--- src/include/pdsc_pkg.sv ---
// constants and types of the power-down and self-test pin control block
// Functional notes
// raising power-down input returns everything to defaults
// power-down low: outputs released, clock generator off
// undriven power-down input reads low
// host holds power-down low until supplies settle
// self-test enable pin: 0 off, 1 on
// self-test clock select: 0 pixel, 1 33 MHz
// shared pin is interrupt input by default
// gpio pins drive low until alternate audio selected; code drives the ctrl level bits instead, 0 after power-up
// power-down input synchronised, holds internal reset
package pdsc_pkg;

  localparam int          NUM_GPIO      = 4;
  localparam int          SYNC_WIDTH    = 3 + NUM_GPIO;
  localparam int          SYNC_PDB      = 0;
  localparam int          SYNC_STEN     = 1;
  localparam int          SYNC_SEL      = 2;
  localparam int          SYNC_GPIO     = 3;

  localparam logic [31:0] ADDR_CTRL     = 32'h0000_0000;
  localparam logic [31:0] ADDR_STATUS   = 32'h0000_0004;
  localparam logic [1:0]  HTRANS_NONSEQ = 2'h2;
  localparam logic        HRESP_OKAY    = 1'h0;

  localparam logic        STCLK_PIXEL   = 1'h0;
  localparam logic        STCLK_33MHZ   = 1'h1;

  // control word: bits 3:0 pin levels, bits 7:4 audio function enables
  typedef struct packed {
    logic [NUM_GPIO-1:0] altSel;
    logic [NUM_GPIO-1:0] level;
  } pdsc_ctrl_t;

  // status word: bit 0 enabled, 1 self-test, 2 clk 33 MHz, 3 interrupt, 7:4 pins
  typedef struct packed {
    logic [NUM_GPIO-1:0] pinLevel;
    logic                extInterrupt;
    logic                clkSel33;
    logic                selftestMode;
    logic                enabled;
  } pdsc_status_t;

  typedef struct packed {
    logic [NUM_GPIO-1:0] out;
    logic [NUM_GPIO-1:0] oeN;
  } pdsc_gpio_t;

  localparam pdsc_ctrl_t  CTRL_RESET    = '0;

  typedef enum {
    REG_CTRL,
    REG_STATUS,
    REG_NONE
  } pdsc_reg_t;

endpackage

--- src/logic/pdsc_pin_control.sv ---
// power-down, self-test and gpio pin control with an AHB-Lite register slave
//
// Local design decisions: register access over AHB-Lite and the register offsets.
`timescale 1ns/1ps
module pdsc_pin_control (
  input  wire logic                          clock,
  input  wire logic                          reset_n,
  input  wire logic                          powerdownBarInput,
  input  wire logic                          selftestEnablePin,
  input  wire logic                          clockSelectIntPin,
  input  wire logic [pdsc_pkg::NUM_GPIO-1:0] gpioIn,
  output logic      [pdsc_pkg::NUM_GPIO-1:0] gpioOut,
  output logic      [pdsc_pkg::NUM_GPIO-1:0] gpioOe_n,
  input  wire logic                          audioSerialOut,
  input  wire logic                          audioWordClock,
  input  wire logic                          audioDataLaneC,
  input  wire logic                          audioDataLaneD,
  output logic                               coreReset_n,
  output logic                               pllEnable,
  output logic                               selftestMode,
  output logic                               selftestClockSelect,
  output logic                               externalInterruptInput,
  input  wire logic                          hsel,
  input  wire logic [31:0]                   haddr,
  input  wire logic [1:0]                    htrans,
  input  wire logic                          hwrite,
  input  wire logic [2:0]                    hsize,
  input  wire logic [31:0]                   hwdata,
  input  wire logic                          hready,
  output logic      [31:0]                   hrdata,
  output logic                               hreadyout,
  output logic                               hresp
);

  //------------------------------------------------------------
  // pin synchronisers
  //------------------------------------------------------------
  logic [pdsc_pkg::SYNC_WIDTH-1:0] pinSync;
  logic                            pdbSync;
  logic                            stenSync;
  logic                            selSync;
  logic [pdsc_pkg::NUM_GPIO-1:0]   gpioSync;

  pdsc_sync #(
    .W(pdsc_pkg::SYNC_WIDTH)
  ) u_sync (
    .clock   (clock),
    .reset_n (reset_n),
    .asyncIn ({gpioIn, clockSelectIntPin, selftestEnablePin, powerdownBarInput}),
    .syncOut (pinSync)
  );

  assign pdbSync  = pinSync[pdsc_pkg::SYNC_PDB];
  assign stenSync = pinSync[pdsc_pkg::SYNC_STEN];
  assign selSync  = pinSync[pdsc_pkg::SYNC_SEL];
  assign gpioSync = pinSync[pdsc_pkg::SYNC_GPIO +: pdsc_pkg::NUM_GPIO];

  // internal logic held in reset while powered down
  logic coreRun;
  assign coreRun = reset_n && pdbSync;

  //------------------------------------------------------------
  // AHB-Lite slave
  //------------------------------------------------------------
  function automatic pdsc_pkg::pdsc_reg_t regDecode(input logic [31:0] addr);
    if (addr == pdsc_pkg::ADDR_CTRL) begin
      return pdsc_pkg::REG_CTRL;
    end else if (addr == pdsc_pkg::ADDR_STATUS) begin
      return pdsc_pkg::REG_STATUS;
    end
    return pdsc_pkg::REG_NONE;
  endfunction

  pdsc_pkg::pdsc_ctrl_t   ctrl_q;
  pdsc_pkg::pdsc_status_t status;
  pdsc_pkg::pdsc_reg_t    wrReg_q;
  logic                   wrPend_q;
  logic                   access;
  logic [31:0]            readWord;

  assign access    = hsel && hready && (htrans == pdsc_pkg::HTRANS_NONSEQ);
  assign hreadyout = 1'b1;
  assign hresp     = pdsc_pkg::HRESP_OKAY;

  always_ff @(posedge clock) begin
    if (!reset_n) begin
      wrPend_q <= 1'b0;
      wrReg_q  <= pdsc_pkg::REG_NONE;
    end else begin
      wrPend_q <= access && hwrite;
      wrReg_q  <= regDecode(haddr);
    end
  end

  // control register, cleared whenever the device is powered down
  always_ff @(posedge clock) begin
    if (!coreRun) begin
      ctrl_q <= pdsc_pkg::CTRL_RESET;
    end else if (wrPend_q && wrReg_q == pdsc_pkg::REG_CTRL) begin
      ctrl_q <= pdsc_pkg::pdsc_ctrl_t'(hwdata[$bits(pdsc_pkg::pdsc_ctrl_t)-1:0]);
    end
  end

  always_comb begin
    status              = '0;
    status.enabled      = pdbSync;
    status.selftestMode = selftestMode;
    status.clkSel33     = selftestClockSelect;
    status.extInterrupt = externalInterruptInput;
    status.pinLevel     = gpioSync;
  end

  // forward a write in its data phase to a read that follows it
  always_comb begin
    case (regDecode(haddr))
      pdsc_pkg::REG_CTRL: begin
        if (wrPend_q && wrReg_q == pdsc_pkg::REG_CTRL && coreRun) begin
          readWord = {24'h00_0000, hwdata[$bits(pdsc_pkg::pdsc_ctrl_t)-1:0]};
        end else begin
          readWord = {24'h00_0000, ctrl_q};
        end
      end
      pdsc_pkg::REG_STATUS: readWord = {24'h00_0000, status};
      default:              readWord = 32'h0000_0000;
    endcase
  end

  always_ff @(posedge clock) begin
    if (!reset_n) begin
      hrdata <= 32'h0000_0000;
    end else if (access && !hwrite) begin
      hrdata <= readWord;
    end
  end

  //------------------------------------------------------------
  // power state, self-test and shared pin
  //------------------------------------------------------------
  always_ff @(posedge clock) begin
    if (!reset_n) begin
      coreReset_n <= 1'b0;
      pllEnable   <= 1'b0;
    end else begin
      coreReset_n <= pdbSync;
      pllEnable   <= pdbSync;
    end
  end

  always_ff @(posedge clock) begin
    if (!coreRun) begin
      selftestMode           <= 1'b0;
      selftestClockSelect    <= pdsc_pkg::STCLK_PIXEL;
      externalInterruptInput <= 1'b0;
    end else begin
      selftestMode           <= stenSync;
      selftestClockSelect    <= stenSync ? selSync : pdsc_pkg::STCLK_PIXEL;
      externalInterruptInput <= !stenSync && selSync;
    end
  end

  //------------------------------------------------------------
  // gpio pins
  //------------------------------------------------------------
  logic [pdsc_pkg::NUM_GPIO-1:0] audioBus;
  pdsc_pkg::pdsc_gpio_t          gpio_q;

  assign audioBus = {audioDataLaneD, audioDataLaneC, audioWordClock, audioSerialOut};

  always_ff @(posedge clock) begin
    if (!coreRun) begin
      gpio_q.out <= '0;
      gpio_q.oeN <= '1;
    end else begin
      gpio_q.oeN <= '0;
      gpio_q.out <= (ctrl_q.altSel & audioBus) | (~ctrl_q.altSel & ctrl_q.level);
    end
  end

  assign gpioOut  = gpio_q.out;
  assign gpioOe_n = gpio_q.oeN;
endmodule

--- src/logic/pdsc_sync.sv ---
// two-flop synchroniser for asynchronous pin levels
`timescale 1ns/1ps
module pdsc_sync #(
  parameter int W = 1
) (
  input  wire logic         clock,
  input  wire logic         reset_n,
  input  wire logic [W-1:0] asyncIn,
  output logic      [W-1:0] syncOut
);

  logic [W-1:0] meta_q;

  // reset to low so an undriven input reads as low
  always_ff @(posedge clock) begin
    if (!reset_n) begin
      meta_q  <= '0;
      syncOut <= '0;
    end else begin
      meta_q  <= asyncIn;
      syncOut <= meta_q;
    end
  end

endmodule

--- config.mk ---
export PLATFORM = sky130hd
export DESIGN_NAME = pdsc_pin_control
export DESIGN_NICKNAME = d
export VERILOG_FILES = /design/src/include/pdsc_pkg.sv /design/src/logic/pdsc_pin_control.sv /design/src/logic/pdsc_sync.sv
export SDC_FILE = /design/constraint.sdc
export NUM_CORES = 1
export LEC_CHECK = 0
export BUFFER_PORTS_ARGS = -buffer_cell sky130_fd_sc_hd__buf_2
export CAP_MARGIN = 20
export CELL_PAD_IN_SITES_DETAIL_PLACEMENT = 1
export CELL_PAD_IN_SITES_GLOBAL_PLACEMENT = 1
export CORE_ASPECT_RATIO = 0.9
export CORE_UTILIZATION = 25
export DETAILED_ROUTE_END_ITERATION = 8
export PLACE_DENSITY_LB_ADDON = 0.08
export SYNTH_ARGS = -nofsm -noshare
export SYNTH_HDL_FRONTEND = slang
export SYNTH_SLANG_ARGS = --single-unit
--- constraint.sdc ---
create_clock -name clock -period 1.6 [get_ports clock]
set_input_delay 0 -clock clock [delete_from_list [all_inputs] [get_ports clock]]
set_output_delay 0 -clock clock [all_outputs]
set_load 0.005 [all_outputs]
==> results.py, run 1 <==
metrics = {
    "status": {
        "status": "finished, final reports clean",
    },
    "routing": {
        "top_layer": "met4",
        "drc": 0,
        "detail_route.first_pass.iterations": 4,
        "drt_iter0_drc": 14,
        "wl_met3_um": 190,
        "ant_nets": 0,
        "wl_um": 4470,
        "wl_met2_um": 2230,
        "dr_total_vias": 1536,
        "wl_met1_um": 2030,
        "avgRoutedWirePerCell_um": 11.7,
        "viasPerCell": 4.02,
    },
    "pwr": {
        "powerDensity_nw_per_um2": 826,
        "ir_worst_vdd_mv": 0.355,
        "p_int_uw": 1650,
        "power_uw": 2100,
        "combPwrFrac_pct": 9.7,
        "p_sw_share_pct": 21.8,
        "pwr-share-seq_pct": 50.7,
        "p_leak_uw": 0.00121,
        "switchingPower_uw": 458,
        "pwr-share-clk_pct": 39.6,
    },
    "worst_setup_path": {
        "rrSetupSlack_ns": 0.12,
        "worst_path_largest_cell_delay_ns": 0.53,
        "cp_max_fo": 6,
        "crit_family": "buffers and inverters",
        "crit_required_ns": 1.78,
        "worstPathArrival_ns": 1.70,
        "path_cells": "dlygate4sd3_1 -> buf_2 -> and2_4 -> buf_4 -> and3_1 -> a211o_1 -> a32o_1",
        "reg2reg_depth": 5,
        "cp-end-kind": "register",
        "setup.worst_path.class": "in2reg",
        "timing.rr.start": "wrPend_q",
        "worst_setup_path_start_kind": "primary input",
        "timing.rr.end": "hrdata[7]",
        "crit_path_top_delay_cell": "dlygate4sd3_1",
        "cp_num_buf_inv": 3,
    },
    "synth": {
        "ys_types": 28,
        "yosys.area.top_type": "dfxtp_1",
        "synth_area_leaders": "dfxtp_1 46%, buf_4 13%, and2_1 5.5%",
        "postSynthCellCount": 184,
        "yosysWarnings": 0,
        "synth.avg_cell_area_um2": 9.83,
        "synth_top_area_share_pct": 46.5,
        "synth_seq_cells": 42,
        "netlist_area_um2": 1810,
        "yosysSeqAreaShare_pct": 46.5,
    },
    "global_route": {
        "grt_usage_pct": 12.4,
        "grt_start_max_net_pins": 18,
        "antenna_found_initial": 0,
        "grt-ovfl-total": 0,
        "grt_pass1_vias": 1538,
        "grt_pass1_wl_um": 7220,
    },
    "placement": {
        "placed_cells": 353,
        "dpl_cell_area_um2": 2220,
        "finalWeightedCongestion": 0.674,
        "hpwl_um": 3370,
        "dp_slack_ns": 0.102,
        "port_buffers": 78,
    },
    "sta": {
        "worst_slack_ns": 0.0832,
        "max_freq_ghz": 0.659,
        "setup_viol": 0,
        "slew_violations": 0,
        "fin_crit_sh_pct": 94.8,
        "hold_viol_final": 0,
        "period_needed_ns": 1.52,
        "fin_worst_skew_ns": 0.00232,
        "tns_ns": 0,
        "rsz0062_at_grt": "no",
    },
    "floorplan": {
        "core_um2": 7040,
        "ios": 132,
        "initial_core_util_pct": 25.7,
        "rows": 29,
        "fp.dieH_um": 82.7,
        "die_area_um2": 7580,
        "die_width_um": 91.7,
    },
    "cells_and_area": {
        "final-seq-area_um2": 841,
        "multi_input_area_um2": 805,
        "stdcell_area_um2": 2550,
        "nFillCells": 848,
        "fin_cells": 382,
        "fin_nets": 373,
        "mostFrequentLayoutCells": "78 x buf_2, 42 x dfxtp_1, 26 x conb_1, 21 x dlygate4sd3_1, 18 x nand2_1",
        "drive_above_1_share_pct": 34.9,
        "area_growth_pct": 40.8,
        "final_common_cell": "buf_2",
        "n_antenna_cell": 0,
    },
    "hold_path": {
        "hold_class": "in2reg",
        "hold_end": "wrReg_q[1]",
        "whs_path_depth": 4,
        "min_from": "haddr[4]",
    },
    "clock_network": {
        "cts.path.max_buffers": 2,
        "cts_buffers": 5,
        "cts_sinks": 42,
        "clk_pin_slew_ns": 0.08,
        "cts_setup_buffers": 0,
        "htreeDepth": 2,
        "cts_tree": "done",
        "ctsRootBufferMaster": "clkbuf_8",
        "clock_latency_ns": 0.28,
    },
    "job": {
        "cap_viol_max_count": 0,
    },
}
## sequential cells by signal (all words and copies together) (netlist names)
signal,flops
ctrl_q,8
externalInterruptInput,1
gpioOe_n,1
gpioOut,4
hrdata,8
pllEnable,1
selftestClockSelect,1
selftestMode,1
u_sync.meta_q,7
u_sync.syncOut,7
wrPend_q,1
wrReg_q,2
## cells by family after synthesis
logic type      Yosys count  share of synthesized area, %
buf+inv                  37                          14.2
other cells               2                         0.415
flops                    42                          46.5
mux                       4                          2.21
compound gates           25                          10.9
simple gates             74                          25.8
## metal layers
layer | GRT usage, % | up-vias
met5 | 0 | -
met4 | 2.86 | 0
met2 | 23.0 | 44
met3 | 3.39 | 2
li1 | - | 790
met1 | 14.3 | 700
## worst register-to-register path: stages (launching register included)
cell     delay (ns)
dfxtp_1        0.32
nor3b_4        0.16
buf_4          0.16
and3_1         0.18
a211o_1        0.30
a32o_1         0.25
## Yosys cell counts, drive strengths merged
| library cell | number |
|---|---|
| and2 | 16 |
| a21oi | 8 |
| nand4 | 2 |
| or2 | 1 |
| clkbuf | 2 |
| mux2i | 4 |
| inv | 2 |
| o21a | 1 |
| a211o | 8 |
| nor2 | 7 |
| nor4b | 1 |
| buf | 33 |
| and3 | 9 |
| nor4 | 8 |
| nand2b | 8 |
| nand4b | 1 |
| conb | 2 |
| a32o | 8 |
| nor3b | 2 |
| dfxtp | 42 |
| nand2 | 19 |
## worst max path at each step
stage	slack, ns	endpoint	depth (start not counted)	start
floorplan	0.13	hrdata[4]	5	wrReg_q[1]
global placement	0.10	hrdata[6]	5	u_sync.syncOut[0]
detailed placement	0.10	hrdata[5]	5	u_sync.syncOut[0]
CTS	0.03	hrdata[6]	7	reset_n
global route	0.05	hrdata[4]	7	reset_n
finish	0.08	hrdata[6]	7	reset_n
## final cells by class
type	instances	share of cell area [%]
Clock inverter	2	1.47
Tap cell	93	4.57
Multi-Input combinational cell	129	31.6
Clock buffer	6	2.85
Inverter	2	0.295
Sequential cell	42	33.0
Timing Repair Buffer	108	26.2
## repair_timing
| action | CTS | global route |
|---|---|---|
| hold buffers | 21 | 0 |
| endpoints found under the setup margin | 0 | 7 |
| gates resized for setup | 0 | 2 |
| endpoints found under the hold margin | 21 | 0 |
## metrics by stage
step           utilization [%]  hold WS (ns)
6_report                  36.2        0.0653
5_1_grt                   36.2        0.0826
4_1_cts                   36.2        0.0629
3_5_place_dp              31.6         0.210
3_3_place_gp              31.6         0.211
2_1_floorplan                -         0.122
## power groups by stage
stage / Sequential, uW / Combinational (uW) / Clock (uW)
3_5_place_dp: 1090 / 164 / 0
6_report: 1070 / 204 / 833
4_1_cts: 1070 / 203 / 865
2_1_floorplan: 1090 / 111 / 0
3_3_place_gp: 1090 / 162 / 0
5_1_grt: 1070 / 228 / 913
No activity file was read; power rests on OpenSTA's default activity.
==> run 2: changes to the inputs <==
CORE_ASPECT_RATIO = 1.75   (was 0.9)
==> run 2 against run 1 <==
Critical path depth decreased by 2; via count up 4.4%; clock-buffer cell count is 1 lower; clock power increased by 20%; maximum frequency up 0.49%; global-route usage up 0.90 points; register-to-register slack got worse by 0.03 ns; power is 7.9% higher; die area increased by 0.17%; design area up 0.44%; critical path type is now reg2reg; highest routed layer unchanged.
==> results.py, run 2 (synthesis gave the netlist of run 1 again) <==
metrics = {
    "status": {
        "status": "finished, final reports clean",
    },
    "pwr": {
        "pwr-share-seq_pct": 47.0,
        "switchingPower_uw": 514,
        "p_sw_share_pct": 22.7,
        "p_leak_uw": 0.00122,
        "powerDensity_nw_per_um2": 887,
        "p_int_uw": 1760,
        "pwr-share-clk_pct": 44.2,
        "combPwrFrac_pct": 8.7,
        "power_uw": 2270,
        "ir_worst_vdd_mv": 0.505,
    },
    "sta": {
        "rsz0062_at_grt": "no",
        "fin_crit_sh_pct": 94.3,
        "setup_viol": 0,
        "period_needed_ns": 1.51,
        "fin_worst_skew_ns": 0.00696,
        "tns_ns": 0,
        "slew_violations": 0,
        "worst_slack_ns": 0.0906,
        "hold_viol_final": 0,
        "max_freq_ghz": 0.663,
    },
    "placement": {
        "finalWeightedCongestion": 0.686,
        "hpwl_um": 3510,
        "dpl_cell_area_um2": 2210,
        "port_buffers": 78,
        "dp_slack_ns": 0.0350,
    },
    "floorplan": {
        "core_um2": 6910,
        "fp.dieH_um": 115,
        "die_area_um2": 7590,
        "die_width_um": 66.3,
        "ios": 132,
        "initial_core_util_pct": 26.2,
        "rows": 40,
    },
    "clock_network": {
        "cts_sinks": 42,
        "htreeDepth": 2,
        "ctsRootBufferMaster": "clkbuf_16",
        "cts_tree": "done",
        "cts_buffers": 5,
        "cts.path.max_buffers": 2,
        "clock_latency_ns": 0.28,
        "clk_pin_slew_ns": 0.06,
    },
    "global_route": {
        "grt-ovfl-total": 0,
        "grt_pass1_vias": 1663,
        "grt_usage_pct": 13.3,
        "antenna_found_initial": 0,
        "grt_start_max_net_pins": 18,
        "grt_pass1_wl_um": 7580,
    },
    "routing": {
        "drt_iter0_drc": 72,
        "dr_total_vias": 1603,
        "detail_route.first_pass.iterations": 4,
        "viasPerCell": 4.33,
        "avgRoutedWirePerCell_um": 12.2,
        "drc": 0,
        "wl_um": 4530,
        "ant_nets": 0,
    },
    "hold_path": {
        "hold_class": "in2reg",
    },
    "cells_and_area": {
        "n_antenna_cell": 0,
        "area_growth_pct": 41.4,
        "mostFrequentLayoutCells": "78 x buf_2, 42 x dfxtp_1, 26 x conb_1, 20 x dlygate4sd3_1, 18 x nand2_1",
        "drive_above_1_share_pct": 35.0,
        "reg_top3": "ctrl_q (8), hrdata (8)",
        "fin_nets": 370,
        "final_common_cell": "buf_2",
        "stdcell_area_um2": 2560,
    },
    "worst_setup_path": {
        "setup.worst_path.class": "reg2reg",
        "cp_max_fo": 8,
        "crit_required_ns": 1.78,
        "worstPathArrival_ns": 1.69,
        "worst_setup_path_start_kind": "register",
        "cp-end-kind": "register",
    },
    "job": {
        "cap_viol_max_count": 0,
    },
}
==> run 2: cell types whose count changed in the layout (fill, tap and decap cells not counted), sizes merged <==
cell / delta
buf: -2
clkinv: +2
bufinv: -1
clkbuf: -1
dlygate4sd3: -1
==> run 2: timing repair <==
action                                 CTS  global route
hold buffers                            20             0
setup buffers                            0             0
resized for setup                        0             1
setup endpoints to repair                0             7
endpoints found under the hold margin   20             0
==> run 2: per-layer routing <==
layer	share of wire, %	vias to the layer above	global-route usage, %
met5	0	-	0
met4	1.6	0	5.11
met3	4.8	5	2.59
met2	56	54	25.5
met1	38	762	13.6
li1	-	782	-
==> run 2: layout make-up <==
class / instances / area (um2)
fill: 816 / 4350
inverter: 2 / 7.51
sequential: 42 / 841
clock buffer: 5 / 125
multi-input combinational: 129 / 803
clock inverter: 3 / 21.3
timing repair buffer: 105 / 656
tap: 84 / 105
==> run 2: final timing paths <==
kind,startpoint,end,slack (ns),depth (start not counted)
hold reg to reg,u_sync.syncOut[1],externalInterruptInput,0.42,1
hold / removal,htrans[0],wrPend_q,0.1,3
setup reg to reg,u_sync.syncOut[0],hrdata[5],0.09,5
setup / recovery,u_sync.syncOut[0],hrdata[5],0.09,5
==> run 2: power groups by stage <==
| stage | Clock (uW) | Combinational, uW | Sequential, uW |
|---|---|---|---|
| finish | 1000 | 198 | 1070 |
| global route | 1090 | 224 | 1070 |
| CTS | 1040 | 200 | 1070 |
| detailed placement | 0 | 163 | 1090 |
| global placement | 0 | 161 | 1090 |
| floorplan | 0 | 111 | 1090 |
==> run 2: through the flow <==
step	cells	util, %	hold WS (ns)
final	370	37.0	0.0979
after CTS	370	37.0	0.100
after floorplan	208	-	0.122
after global routing	370	37.0	0.139
after detailed placement	342	32.0	0.211
after global placement	342	32.0	0.205
==> run 2: worst max-delay path: stages, from the launching register on <==
cell and delay [ns]:
dfxtp_1 0.32, and2_2 0.26, buf_4 0.16, and3_1 0.15, a211o_1 0.28, a32o_1 0.24
==> run 3: changes to the inputs <==
MAX_ROUTING_LAYER = met4   (was not set)
==> run 3 against run 2 <==
Clock power about the same; sequential power about the same; clock-buffer cell count unchanged; wire length decreased by 0.38%; clock skew about the same; critical path depth unchanged; register-to-register slack about the same; non-clock buffer count unchanged; first-iteration DRC count unchanged; sequential share of layout area unchanged; core utilization unchanged.
==> results.py, run 3 (synthesis gave the netlist of run 1 again) <==
metrics = {
    "clock_network": {
        "clk_pin_slew_ns": 0.06,
        "cts_tree": "done",
        "htreeDepth": 2,
        "cts.path.max_buffers": 2,
        "clock_latency_ns": 0.28,
        "cts_setup_buffers": 0,
        "ctsRootBufferMaster": "clkbuf_16",
        "cts_buffers": 5,
        "cts_sinks": 42,
    },
    "sta": {
        "slew_violations": 0,
        "hold_viol_final": 0,
        "setup_viol": 0,
        "tns_ns": 0,
        "rsz0062_at_grt": "no",
        "whs_ns": 0.0983,
        "period_needed_ns": 1.51,
        "max_freq_ghz": 0.662,
        "fin_crit_sh_pct": 94.4,
        "fin_worst_skew_ns": 0.00664,
    },
    "pwr": {
        "switchingPower_uw": 514,
        "power_uw": 2270,
        "powerDensity_nw_per_um2": 887,
        "p_int_uw": 1760,
        "combPwrFrac_pct": 8.7,
        "pwr-share-clk_pct": 44.2,
        "p_sw_share_pct": 22.6,
        "p_leak_uw": 0.00122,
        "pwr-share-seq_pct": 47.1,
        "ir_worst_vdd_mv": 0.507,
    },
    "floorplan": {
        "die_width_um": 66.3,
        "ios": 132,
        "initial_core_util_pct": 26.2,
        "rows": 40,
        "core_um2": 6910,
        "die_area_um2": 7590,
        "fp.dieH_um": 115,
    },
    "routing": {
        "wl_um": 4510,
        "viasPerCell": 4.34,
        "dr_total_vias": 1605,
        "detail_route.first_pass.iterations": 3,
        "ant_nets": 0,
        "avgRoutedWirePerCell_um": 12.2,
        "drt_iter0_drc": 72,
        "drc": 0,
    },
    "global_route": {
        "grt_pass1_wl_um": 7560,
        "grt_start_max_net_pins": 18,
        "grt_pass1_vias": 1664,
        "grt-ovfl-total": 0,
        "antenna_found_initial": 0,
        "grt_usage_pct": 13.6,
    },
    "placement": {
        "placed_cells": 342,
        "port_buffers": 78,
        "finalWeightedCongestion": 0.693,
        "hpwl_um": 3510,
    },
    "job": {
        "cap_viol_max_count": 0,
    },
    "cells_and_area": {
        "mostFrequentLayoutCells": "78 x buf_2, 42 x dfxtp_1, 26 x conb_1, 20 x dlygate4sd3_1, 18 x nand2_1",
        "reg_top3": "ctrl_q (8), hrdata (8)",
        "area_growth_pct": 41.4,
        "n_antenna_cell": 0,
        "final_common_cell": "buf_2",
        "drive_above_1_share_pct": 35.0,
        "fin_cells": 370,
        "fin_nets": 370,
    },
    "hold_path": {
        "hold_class": "in2reg",
    },
    "status": {
        "status": "finished, final reports clean",
    },
    "worst_setup_path": {
        "crit_required_ns": 1.78,
        "worstPathArrival_ns": 1.69,
        "worst_setup_path_start_kind": "register",
        "cp_max_fo": 8,
        "setup.worst_path.class": "reg2reg",
        "cp-end-kind": "register",
    },
}
-- run 3: what timing repair did --
item / in CTS / in global routing
endpoints found under the hold margin: 20 / 0
hold buffers: 20 / 0
gates resized for setup: 0 / 1
endpoints found under the setup margin: 0 / 7
-- run 3: metrics by stage --
step | util (%) | cell area [um2] | setup slack [ns]
2_1_floorplan | - | 1900 | 0.128
3_3_place_gp | 32.0 | 2210 | 0.0521
3_5_place_dp | 32.0 | 2210 | 0.0350
4_1_cts | 37.0 | 2560 | 0.0261
5_1_grt | 37.0 | 2560 | 0.00724
6_report | 37.0 | 2560 | 0.0903
-- run 3: worst max-delay path, cell delays in order (launching register included) --
cell and delay [ns]:
dfxtp_1 0.32, and2_2 0.26, buf_4 0.16, and3_1 0.15, a211o_1 0.28, a32o_1 0.24
-- run 3: cell type report --
| cell class | count | area, um2 |
|---|---|---|
| timing repair buffer | 105 | 656 |
| multi-input combinational | 129 | 803 |
| clock buffer | 5 | 125 |
| inverter | 2 | 7.51 |
| fill | 816 | 4350 |
| clock inverter | 3 | 21.3 |
| sequential | 42 | 841 |
| tap | 84 | 105 |
-- run 3: path summary, 6_finish.rpt --
check / from / to / slack, ns / cells after the start
setup / recovery: u_sync.syncOut[0] / hrdata[5] / 0.09 / 5
hold / removal: htrans[0] / wrPend_q / 0.1 / 3
setup reg to reg: u_sync.syncOut[0] / hrdata[5] / 0.09 / 5
hold reg to reg: u_sync.syncOut[1] / externalInterruptInput / 0.42 / 1
-- run 3: power groups by stage --
stage / registers, uW / logic [uW] / clock network [uW]
final: 1070 / 198 / 1000
after global routing: 1070 / 224 / 1090
after CTS: 1070 / 200 / 1040
after detailed placement: 1090 / 163 / 0
after global placement: 1090 / 161 / 0
after floorplan: 1090 / 111 / 0
-- run 3: routing by layer --
metal | GRT usage [%] | share of wire (%) | vias to the layer above
met4 | 5.67 | 2.0 | 0
met3 | 2.39 | 4.3 | 7
met5 | - | 0 | -
li1 | - | - | 783
met2 | 25.2 | 55 | 56
met1 | 13.5 | 38 | 759
